## config.mk

```make
export PLATFORM = sky130hd
export DESIGN_NAME = bcb_top
export DESIGN_NICKNAME = d
export VERILOG_FILES = /design/src/hdl/bcb_pkg.sv /design/src/hdl/bcb_top.sv /design/src/hdl/bcb_lockout.sv
export VERILOG_INCLUDE_DIRS = /design/src /design/src/hdl
export SDC_FILE = /design/constraint.sdc
export NUM_CORES = 1
export LEC_CHECK = 0
export BUFFER_PORTS_ARGS = -buffer_cell sky130_fd_sc_hd__buf_2
export CAP_MARGIN = 20
export CORE_MARGIN = 8
export CORE_UTILIZATION = 45
export CTS_CLUSTER_SIZE = 40
export DETAILED_ROUTE_END_ITERATION = 6
export PLACE_DENSITY_LB_ADDON = 0.3
export SETUP_SLACK_MARGIN = 0.15
export SLEW_MARGIN = 20
export SYNTH_ARGS = -nofsm -noshare
export SYNTH_HDL_FRONTEND = slang
export SYNTH_SLANG_ARGS = --single-unit
```

## constraint.sdc

```tcl
create_clock -name mclk -period 4.3 [get_ports mclk]
set_clock_uncertainty 0.15 [all_clocks]
set_input_delay 0.645 -clock mclk [delete_from_list [all_inputs] [get_ports mclk]]
set_output_delay 0.645 -clock mclk [all_outputs]
set_load 0.02 [all_outputs]
```

## src/hdl/bcb_params.svh

```systemverilog
`ifndef BCB_PARAMS_SVH
`define BCB_PARAMS_SVH

// System clock period
`define BCB_CLK_NS 40
// PWM oscillator period (20 kHz)
`define BCB_OSC_PERIOD_NS 50000
// System clocks per oscillator cycle, rounded down
`define BCB_OSC_DIV (`BCB_OSC_PERIOD_NS / `BCB_CLK_NS)
// Oscillator cycles the position latches stay closed
`define BCB_BLANK_TICKS 8'h02
// Oscillator cycles a lockout flag outlives its driver
`define BCB_DEAD_TICKS 8'h02
// Tachometer pulse width
`define BCB_TACH_NS 140000
// Tachometer pulse in system clocks, rounded up
`define BCB_TACH_CYC ((`BCB_TACH_NS + `BCB_CLK_NS - 1) / `BCB_CLK_NS)
// Synchroniser input order: {pwm, quad, dir, first, second, third}
`define BCB_SYNC_W 6
`define BCB_SYNC_PWM 5
`define BCB_SYNC_QUAD 4
`define BCB_SYNC_DIR 3
// Reset levels of the drive pins
`define BCB_LOW_OFF 3'h0
`define BCB_HIGH_OFF_N 3'h7

`endif

```

## src/hdl/bcb_pkg.sv

```systemverilog
`include "bcb_params.svh"

package bcb_pkg;

    // State of one phase lockout pair
    typedef struct packed {
        logic out_h;
        logic out_l;
        logic flag_h;
        logic flag_l;
        logic [7:0] cnt_h;
        logic [7:0] cnt_l;
    } bcb_lock_t;

    // State of the commutation top
    typedef struct packed {
        logic [`BCB_SYNC_W-1:0] sync1;
        logic [`BCB_SYNC_W-1:0] sync2;
        logic [15:0] osc_cnt;
        logic osc_tick;
        logic [2:0] pos;
        logic [7:0] blank_cnt;
        logic [15:0] tach_cnt;
        logic tach;
        logic [2:0] drv_lo;
        logic [2:0] drv_hi_n;
        logic quad;
    } bcb_top_t;

endpackage : bcb_pkg

```

## src/hdl/bcb_top.sv

```systemverilog
// Function
// - Hall latches close on change, two ticks
// - Six lockout flags, clear two ticks after off
// - Flag blocks opposing driver; two-tick dead time
// - Valid code: one low, one high on
// - Forward direction decode table
// - Reverse direction decode table
// - Invalid code turns every driver off
// - Quadrant select high gives four-quadrant chopping
// - Hall change reloads latches, fires tach pulse
// - Tach pulse keeps position latches closed

`timescale 1ns/1ps
`include "bcb_params.svh"

module bcb_top
    import bcb_pkg::*;
#(
    parameter int OSC_DIV = `BCB_OSC_DIV,
    parameter int TACH_CYC = `BCB_TACH_CYC,
    parameter logic [7:0] BLANK_TICKS = `BCB_BLANK_TICKS,
    parameter logic [7:0] DEAD_TICKS = `BCB_DEAD_TICKS
) (
    input wire logic mclk, // System clock, 25 MHz
    input wire logic arst_n, // Asynchronous reset, active low
    input wire logic position_sense_first, // Hall sensor 1 pin
    input wire logic position_sense_second, // Hall sensor 2 pin
    input wire logic position_sense_third, // Hall sensor 3 pin
    input wire logic direction, // Rotation direction pin
    input wire logic quad_select, // Four-quadrant select pin
    input wire logic pwm_on, // PWM latch state, high = conduct
    output logic low_side_drive_a, // Low-side A, high = on
    output logic low_side_drive_b, // Low-side B, high = on
    output logic low_side_drive_c, // Low-side C, high = on
    output logic high_side_drive_a_n, // High-side A, low = pulling on
    output logic high_side_drive_b_n, // High-side B, low = pulling on
    output logic high_side_drive_c_n, // High-side C, low = pulling on
    output logic tach_out, // Tachometer pulse
    output logic quad_mode // Four-quadrant mode in force
);

    localparam logic [15:0] OSC_LAST = 16'(OSC_DIV - 1);
    localparam logic [15:0] TACH_LOAD = 16'(TACH_CYC);

    localparam bcb_top_t TOP_RST = '{
        sync1: '0,
        sync2: '0,
        osc_cnt: 16'h0000,
        osc_tick: 1'b0,
        pos: 3'h0,
        blank_cnt: 8'h00,
        tach_cnt: 16'h0000,
        tach: 1'b0,
        drv_lo: `BCB_LOW_OFF,
        drv_hi_n: `BCB_HIGH_OFF_N,
        quad: 1'b0
    };

    bcb_top_t s;
    bcb_top_t next_s;

    logic [2:0] hall;
    logic dir_s;
    logic quad_s;
    logic chop_s;
    logic [5:0] decoded;
    logic [2:0] req_hi;
    logic [2:0] req_lo;
    logic [2:0] drv_h;
    logic [2:0] drv_l;

    // Commutation decode, bit 0 = phase A; result is {high, low}
    function automatic logic [5:0] bcb_decode(input logic dir, input logic [2:0] code);
        logic [5:0] r;
        r = 6'h00;
        case ({dir, code})
            // Forward
            4'h9: r = {3'h1, 3'h2};
            4'hB: r = {3'h1, 3'h4};
            4'hA: r = {3'h2, 3'h4};
            4'hE: r = {3'h2, 3'h1};
            4'hC: r = {3'h4, 3'h1};
            4'hD: r = {3'h4, 3'h2};
            // Reverse
            4'h5: r = {3'h2, 3'h4};
            4'h4: r = {3'h1, 3'h4};
            4'h6: r = {3'h1, 3'h2};
            4'h2: r = {3'h4, 3'h2};
            4'h3: r = {3'h4, 3'h1};
            4'h1: r = {3'h2, 3'h1};
            // All-zero and all-one codes leave every driver off
            default: r = 6'h00;
        endcase
        return r;
    endfunction : bcb_decode

    // Synchronised views of the pins
    assign hall = s.sync2[2:0];
    assign dir_s = s.sync2[`BCB_SYNC_DIR];
    assign quad_s = s.sync2[`BCB_SYNC_QUAD];
    assign chop_s = s.sync2[`BCB_SYNC_PWM];

    // Decode of the latched position; one driver per side at most
    assign decoded = bcb_decode(dir_s, s.pos);
    assign req_hi = decoded[5:3];
    assign req_lo = decoded[2:0];

    // Next-state logic
    always_comb begin
        next_s = s;

        // Two-flop synchronisers for every pin input
        next_s.sync1 = {pwm_on, quad_select, direction,
                        position_sense_first, position_sense_second, position_sense_third};
        next_s.sync2 = s.sync1;

        // Oscillator period as a one-cycle tick
        if (s.osc_cnt == OSC_LAST) begin
            next_s.osc_cnt = 16'h0000;
            next_s.osc_tick = 1'b1;
        end else begin
            next_s.osc_cnt = s.osc_cnt + 16'h0001;
            next_s.osc_tick = 1'b0;
        end

        // Blanking window counts down on oscillator ticks
        if (s.blank_cnt != 8'h00 && s.osc_tick) begin
            next_s.blank_cnt = s.blank_cnt - 8'h01;
        end

        // Tachometer pulse counts down on system clocks
        if (s.tach_cnt != 16'h0000) begin
            next_s.tach_cnt = s.tach_cnt - 16'h0001;
        end

        // Latches are transparent until a change, then close
        if (s.blank_cnt == 8'h00 && !s.tach && hall != s.pos) begin
            next_s.pos = hall;
            next_s.blank_cnt = BLANK_TICKS;
            next_s.tach_cnt = TACH_LOAD;
        end
        next_s.tach = (next_s.tach_cnt != 16'h0000);

        // Pin stage: low side always chopped, high side only in four-quadrant mode
        next_s.quad = quad_s;
        next_s.drv_lo = drv_l & {3{chop_s}};
        next_s.drv_hi_n = ~(drv_h & {3{chop_s | ~quad_s}});
    end

    // State register
    always_ff @(posedge mclk or negedge arst_n) begin
        if (!arst_n) begin
            s <= TOP_RST;
        end else begin
            s <= next_s;
        end
    end

    // One lockout pair per phase, six flags in all
    genvar ph;
    generate
        for (ph = 0; ph < 3; ph++) begin : g_phase
            bcb_lockout #(
                .DEAD_TICKS(DEAD_TICKS)
            ) u_lock (
                .mclk(mclk),
                .arst_n(arst_n),
                .osc_tick(s.osc_tick),
                .req_high(req_hi[ph]),
                .req_low(req_lo[ph]),
                .drive_high(drv_h[ph]),
                .drive_low(drv_l[ph]),
                .lock_high(),
                .lock_low()
            );
        end
    endgenerate

    // Outputs straight from flip-flops
    assign low_side_drive_a = s.drv_lo[0];
    assign low_side_drive_b = s.drv_lo[1];
    assign low_side_drive_c = s.drv_lo[2];
    assign high_side_drive_a_n = s.drv_hi_n[0];
    assign high_side_drive_b_n = s.drv_hi_n[1];
    assign high_side_drive_c_n = s.drv_hi_n[2];
    assign tach_out = s.tach;
    assign quad_mode = s.quad;
endmodule : bcb_top

```

## src/hdl/bcb_lockout.sv

```systemverilog
`timescale 1ns/1ps
`include "bcb_params.svh"

module bcb_lockout
    import bcb_pkg::*;
#(
    parameter logic [7:0] DEAD_TICKS = `BCB_DEAD_TICKS
) (
    input wire logic mclk, // System clock
    input wire logic arst_n, // Asynchronous reset
    input wire logic osc_tick, // One pulse per oscillator cycle
    input wire logic req_high, // High-side drive wanted
    input wire logic req_low, // Low-side drive wanted
    output logic drive_high, // High-side driver on
    output logic drive_low, // Low-side driver on
    output logic lock_high, // High-side lockout flag
    output logic lock_low // Low-side lockout flag
);

    bcb_lock_t s;
    bcb_lock_t next_s;

    // Drivers open only while the opposing flag is clear
    always_comb begin
        next_s = s;
        next_s.out_h = req_high & ~req_low & ~s.flag_l;
        next_s.out_l = req_low & ~req_high & ~s.flag_h;
        // Flags set with their driver, clear after dead ticks off
        if (next_s.out_h) begin
            next_s.flag_h = 1'b1;
            next_s.cnt_h = 8'h00;
        end else if (s.flag_h && osc_tick) begin
            if (s.cnt_h == DEAD_TICKS - 8'h01) begin
                next_s.flag_h = 1'b0;
                next_s.cnt_h = 8'h00;
            end else begin
                next_s.cnt_h = s.cnt_h + 8'h01;
            end
        end
        if (next_s.out_l) begin
            next_s.flag_l = 1'b1;
            next_s.cnt_l = 8'h00;
        end else if (s.flag_l && osc_tick) begin
            if (s.cnt_l == DEAD_TICKS - 8'h01) begin
                next_s.flag_l = 1'b0;
                next_s.cnt_l = 8'h00;
            end else begin
                next_s.cnt_l = s.cnt_l + 8'h01;
            end
        end
    end

    // State register
    always_ff @(posedge mclk or negedge arst_n) begin
        if (!arst_n) begin
            s <= '0;
        end else begin
            s <= next_s;
        end
    end

    assign drive_high = s.out_h;
    assign drive_low = s.out_l;
    assign lock_high = s.flag_h;
    assign lock_low = s.flag_l;
endmodule : bcb_lockout

```

==> results of run 1 <==
==> synthesized netlist by cell type, types with 8 or more instances <==
| library cell | count |
|---|---|
| a21oi_1 | 19 |
| xor2_1 | 15 |
| and3_1 | 23 |
| dfrtp_1 | 121 |
| nor2_1 | 33 |
| nand2_1 | 45 |
| o31ai_1 | 8 |
| ha_1 | 17 |
| nand2b_1 | 22 |
| o21ai_0 | 48 |
| nand4_1 | 8 |
| nor3_1 | 16 |
| xnor2_1 | 18 |
| o2bb2ai_1 | 10 |
| nand3_1 | 29 |
| inv_1 | 14 |
| a21o_1 | 14 |
| nor4_1 | 12 |
==> logic make-up after synthesis <==
kind of cell	Yosys count
muxes	7
AOI/OAI and AO/OA	125
xor gates and xnor gates	33
buffers and inverters	25
adders and majority gates	17
DFF	124
and+or+nand+nor	249
==> flip-flops by register name, indices dropped and copies added (netlist names) <==
| signal | count |
|---|---|
| quad_mode | 1 |
| g_phase.u_lock.lock_high | 3 |
| low_side_drive_b | 1 |
| high_side_drive_a_n | 1 |
| hall | 3 |
| next_s | 7 |
| high_side_drive_b_n | 1 |
| chop_s | 1 |
| g_phase.u_lock.drive_low | 3 |
| tach_out | 1 |
| s | 44 |
| g_phase.u_lock.s | 48 |
| high_side_drive_c_n | 1 |
| dir_s | 1 |
| g_phase.u_lock.drive_high | 3 |
| g_phase.u_lock.lock_low | 3 |
| low_side_drive_c | 1 |
| low_side_drive_a | 1 |
==> placed cells by master, fill, tap and decap left out, types with 3 or more instances in the layout <==
master,synthesis,routed
a21o_1,14,14
a21oi_1,19,19
and2_1,6,6
and3_1,23,23
and4_1,3,3
buf_2,4,14
bufinv_16,0,4
clkbuf_16,0,17
clkbuf_8,0,3
dfrtp_1,121,121
dfstp_2,3,3
ha_1,17,17
inv_1,14,14
inv_6,0,3
mux2_2,7,7
nand2_1,45,45
nand2b_1,22,22
nand3_1,29,29
nand3b_1,7,7
nand4_1,8,8
nor2_1,33,33
nor3_1,16,16
nor3b_1,6,6
nor4_1,12,12
o211ai_1,3,3
o21ai_0,48,48
o22ai_1,7,7
o2bb2ai_1,10,10
o31ai_1,8,8
or2_2,7,7
or3_1,6,6
or3b_2,6,6
or4b_2,6,6
xnor2_1,18,18
xor2_1,15,15
==> layout make-up <==
type | count | area (um^2)
inverter | 14 | 52.55
fill | 1143 | 6221
tap | 176 | 220.2
multi-input combinational | 431 | 2789
sequential | 124 | 3107
timing repair buffer | 16 | 97.59
clock inverter | 12 | 183.9
clock buffer | 20 | 466.7
==> layer usage <==
metal | part of all wire | routed length [um] | track usage | vias up
li1 | - | - | - | 2156
met1 | 0.45 | 5253 | 0.1655 | 2205
met2 | 0.51 | 5936 | 0.2459 | 50
met3 | 0.025 | 297 | 0.03773 | 10
met4 | 0.014 | 166 | 0.05041 | 0
met5 | 0 | 0 | 0 | -
==> worst max-delay path by stage <==
stage	cells past startpoint	startpoint	to	slack [ps]
4_1_cts	7	s[8]	tach_out	1700
3_5_place_dp	7	s[8]	tach_out	1710
5_1_grt	7	s[8]	tach_out	1550
3_3_place_gp	7	s[8]	tach_out	1880
2_1_floorplan	6	s[26]	s[20]	2000
6_report	5	s[17]	tach_out	1610
==> power by group through the flow <==
stage               Combinational (mW)  Clock (mW)  Sequential, mW
floorplan                        0.163           0            1.33
global placement                 0.226           0            1.35
detailed placement               0.233           0            1.36
CTS                              0.237        1.58            1.34
global route                     0.262        1.64            1.35
finish                           0.234        1.55            1.34
==> critical path: stages (launching register included) <==
cell	delay, ps
dfrtp_1	430
nor4_1	780
and4_1	490
o21ai_0	200
nor4_1	320
o2111ai_1	170
==> per-stage QoR <==
stage	instance area, um^2	setup slack, ps	power (mW)
global placement	6266	1876	1.579
detailed placement	6266	1708	1.593
floorplan	6010	2002	1.497
CTS	6917	1702	3.157
finish	6917	1609	3.123
global route	6917	1547	3.255
==> results.sh, run 1 <==
export IMPL_status="complete, no violations"
export IMPL_synthDistinctLibCells=57
export IMPL_ys_ff_latch=124
export IMPL_cts_setup_buffers=0
export IMPL_clockRootBuffer="clkbuf_16"
export IMPL_io_pins=16
export IMPL_dr_total_vias=4421
export IMPL_fin_crit_ps=2691
export IMPL_internal_power_mw=2.361
export IMPL_first_global_vias=4446
export IMPL_seq_power_share=0.430
export IMPL_via_per_inst=5.575
export IMPL_synth_top_family_by_area="simple AND/OR/NAND/NOR gates"
export IMPL_drive_gt1_frac=0.1378
export IMPL_hold_slack_ps=137.7
export IMPL_place_inst=761
export IMPL_ctsHoldBuffers=0
export IMPL_row_count=42
export IMPL_timing_fmax_mhz=371.6
export IMPL_fin_nets=629
export IMPL_fp_dieH_um=131.6
export IMPL_diodes=0
export IMPL_yosysTopAreaCell="dfrtp_1"
export IMPL_synth_compound_area_share=0.1333
export IMPL_cp_start_kind="flop"
export IMPL_antenna_found_initial=0
export IMPL_r2r_end="tach_out"
export IMPL_r2r_cells=5
export IMPL_clk_latency_ps=420
export IMPL_synthCells=580
export IMPL_hold_viol=0
export IMPL_drt_wl_total_mm=11.65
export IMPL_maxCapViolations=0
export IMPL_io_buffer_count=15
export IMPL_area_growth_pct=15.09
export IMPL_avgSynthCellArea_um2=10.36
export IMPL_ys_warnings_count=0
export IMPL_place_gp_congestion=0.8686
export IMPL_setup_violations=0
export IMPL_clock_power_share=0.495
export IMPL_syn_num_nets=605
export IMPL_synth_fa_ha_area_frac=0.03539
export IMPL_r2r_setup_slack_ps=1610
export IMPL_worstPathArrival_ps=2810
export IMPL_dp_hpwl_mm=8.105
export IMPL_core_um2=13140
export IMPL_syn_area_um2=6010
export IMPL_leakage_nw=3.082
export IMPL_synth_ff_type="dfrtp_1"
export IMPL_crit_required_ps=4420
export IMPL_synth_top_area_share=0.5039
export IMPL_power_density_nw_per_um2=451.6
export IMPL_worst_slew_pin_slew_ps=863.7
export IMPL_fin_crit_sh=0.6259
export IMPL_ir_drop_v=0.0003244
export IMPL_sw_frac_of_total=0.2442
export IMPL_post_cts_resized=0
export IMPL_drt_first_pass_iters=5
export IMPL_cts_tree="done"
export IMPL_gr_usage_all_layers=0.1418
export IMPL_async_reset_ff_frac=1.000
export IMPL_grt_max_degree=69
export IMPL_drcViolationCount=0
export IMPL_p_sw_uw=762.9
export IMPL_yosys_area_share_simple=0.2342
export IMPL_synth_xor_xnor_area_share=0.04809
export IMPL_cts_buffers=17
export IMPL_slew_viol_final=0
export IMPL_pwr_share_comb=0.075
export IMPL_critical_path_class="flop to flop"
export IMPL_final_cells=793
export IMPL_cp_end_kind="flop"
export IMPL_die_x_um=131.6
export IMPL_fin_setup_tns_ps=0
export IMPL_die_area_um2=17310
export IMPL_hold_path_class="primary input to async pin"
export IMPL_rsz0062_at_grt="false"
export IMPL_h_tree_depth=4
export IMPL_relSlewSlack=0.4189
export IMPL_grt_pass1_wl_mm=20.50
export IMPL_floorplan_initialDensity=0.4574
export IMPL_clk_pin_slew_ps=50
export IMPL_avgRoutedWirePerCell_um=14.69
export IMPL_cp_max_fo=9
export IMPL_seq_area_frac_synth=0.5170
export IMPL_fin_util=0.5265
export IMPL_ant_nets=0
export IMPL_synth_edf_count=0
export IMPL_synth_mux_area_fraction=0.01312
export IMPL_cts_sinks=124
export IMPL_clockBufferDepth=2
export IMPL_rr_startpoint="s[17]"
export IMPL_drtIter0Drc=267
export IMPL_grt_overflow_total=0
export IMPL_synthTopCellsByArea="dfrtp_1 50%, o21ai_0 4.0%, ha_1 3.5%"
(Power assumes the default switching activity.)
==> run 2, diff against run 1 <==
==> constraint.sdc (replaced) <==
create_clock -name mclk -period 2.8 [get_ports mclk]
set_clock_uncertainty 0.15 [all_clocks]
set_input_delay 0.42 -clock mclk [delete_from_list [all_inputs] [get_ports mclk]]
set_output_delay 0.42 -clock mclk [all_outputs]
set_load 0.02 [all_outputs]
==> results.sh, run 2 (synthesis results as in run 1) <==
export IMPL_cp_depth=7
export IMPL_io_pins=16
export IMPL_critical_path_class="flop to flop"
export IMPL_rr_startpoint="s[8]"
export IMPL_clockBufferDepth=2
export IMPL_clk_pin_slew_ps=60
export IMPL_hold_path_class="flop to flop"
export IMPL_placed_area_um2=6319
export IMPL_cp_start_kind="flop"
export IMPL_hold_slack_ps=194.9
export IMPL_via_per_inst=5.522
export IMPL_maxCapViolations=0
export IMPL_area_growth_pct=15.51
export IMPL_r2r_cells=7
export IMPL_ir_drop_v=0.0004371
export IMPL_cts_buffers=17
export IMPL_place_gp_congestion=0.8804
export IMPL_grt_overflow_total=0
export IMPL_io_buffer_count=15
export IMPL_avgRoutedWirePerCell_um=14.36
export IMPL_largest_reg_flops=48
export IMPL_cp_end_kind="flop"
export IMPL_power_density_nw_per_um2=640.1
export IMPL_setup_slack_ps=350.2
export IMPL_antenna_found_initial=0
export IMPL_fin_crit_ps=2450
export IMPL_drt_wl_total_mm=11.58
export IMPL_worstPathArrival_ps=2570
export IMPL_fin_setup_tns_ps=0
export IMPL_fin_total_pwr_mw=4.444
export IMPL_drtIter0Drc=307
export IMPL_cpPeakStageDelay_ps=420
export IMPL_path_cells="inv_1 -> ha_1 -> nor3b_4 -> and4_2 -> nand3_1 -> a221oi_1 -> o2111ai_1"
export IMPL_relSlewSlack=0.5071
export IMPL_critPathBufInv=1
export IMPL_fin_crit_sh=0.8749
export IMPL_min_delay_start="next_s[53]"
export IMPL_hold_viol=0
export IMPL_core_um2=13140
export IMPL_drive_gt1_frac=0.1413
export IMPL_first_global_vias=4474
export IMPL_clk_latency_ps=410
export IMPL_cp_top_family="simple AND/OR/NAND/NOR gates"
export IMPL_die_x_um=131.6
export IMPL_cts_tree="done"
export IMPL_cp_max_fo=10
export IMPL_row_count=42
export IMPL_grt_pass1_wl_mm=20.16
export IMPL_fp_dieH_um=131.6
export IMPL_final_cells=806
export IMPL_gr_usage_all_layers=0.1396
export IMPL_place_inst=768
export IMPL_regMostFlops="g_phase.u_lock.s"
export IMPL_startpoint="s[8]"
export IMPL_clockRootBuffer="clkbuf_16"
export IMPL_setup_violations=0
export IMPL_drt_first_pass_iters=4
export IMPL_dr_total_vias=4451
export IMPL_cts_sinks=124
export IMPL_fin_util=0.5284
export IMPL_final_area_um2=6942
export IMPL_grt_max_degree=55
export IMPL_worst_slew_pin_slew_ps=730.1
export IMPL_floorplan_initialDensity=0.4574
export IMPL_rsz0062_at_grt="false"
export IMPL_layout_common_cells="121 x dfrtp_1, 48 x o21ai_0, 45 x nand2_1, 33 x nor2_1, 29 x nand3_1"
export IMPL_crit_required_ps=2920
export IMPL_timing_fmax_mhz=408.2
export IMPL_slew_viol_final=0
export IMPL_min_path_cells=0
export IMPL_leakage_nw=3.108
export IMPL_cts_setup_buffers=0
export IMPL_diodes=0
export IMPL_dp_hpwl_mm=8.051
export IMPL_fin_nets=643
export IMPL_r2r_setup_slack_ps=350
export IMPL_ant_nets=0
export IMPL_place_ws_ps=203.8
export IMPL_die_area_um2=17310
export IMPL_mostFrequentLayoutCell="dfrtp_1"
export IMPL_drcViolationCount=0
export IMPL_h_tree_depth=4
export IMPL_crit_slowest_cell="nor3b_4"
export IMPL_status="complete, no violations"
==> run 2: cell count changes in the layout (fill, tap and decap cells not counted), sizes merged <==
cell / previous run / this run
clkinvlp: 2 / 1
buf: 16 / 23
inv: 17 / 14
clkbuf: 20 / 23
dlygate4sd3: 0 / 7
clkinv: 3 / 6
bufinv: 4 / 1
==> run 2: where the power goes <==
part / internal, mW / switching (mW) / total, mW
Sequential: 1.91 / 0.153 / 2.06
Combinational: 0.158 / 0.217 / 0.375
Clock: 1.27 / 0.731 / 2.00
Total: 3.34 / 1.10 / 4.44
==> run 2: cell type report <==
| type | count | area (um^2) |
|---|---|---|
| Multi-Input combinational cell | 431 | 2796 |
| Clock inverter | 8 | 67.56 |
| Inverter | 14 | 52.55 |
| Sequential cell | 124 | 3107 |
| Clock buffer | 23 | 478.0 |
| Timing Repair Buffer | 30 | 220.2 |
| Tap cell | 176 | 220.2 |
| Fill cell | 1163 | 6196 |
==> run 2: final timing paths <==
kind	end
max	tach_out
min	hall[1]
max reg2reg	tach_out
min reg2reg	hall[1]
max in group asynchronous	g_phase[1].u_lock.s[15]
min in group asynchronous	g_phase[0].u_lock.s[0]
==> run 2: timing repair <==
action                                 in CTS  in global routing
endpoints found under the hold margin      54                  0
gates resized for setup                     0                  2
setup endpoints to repair                   0                  1
hold buffers                                7                  0
==> run 2: worst reg2reg max path, stage by stage, from the launching register on <==
cell       delay [ps]
dfrtp_1           410
inv_1             120
ha_1              240
nor3b_4           420
and4_2            420
nand3_1           100
a221oi_1          300
o2111ai_1         160
==> run 2: metal layers <==
layer / part of all wire / global-route usage / up-vias
met1: 0.46 / 0.1653 / 2182
li1: - / - / 2188
met4: 0.013 / 0.05105 / 0
met2: 0.49 / 0.2308 / 68
met3: 0.038 / 0.04764 / 13
met5: 0 / 0 / -
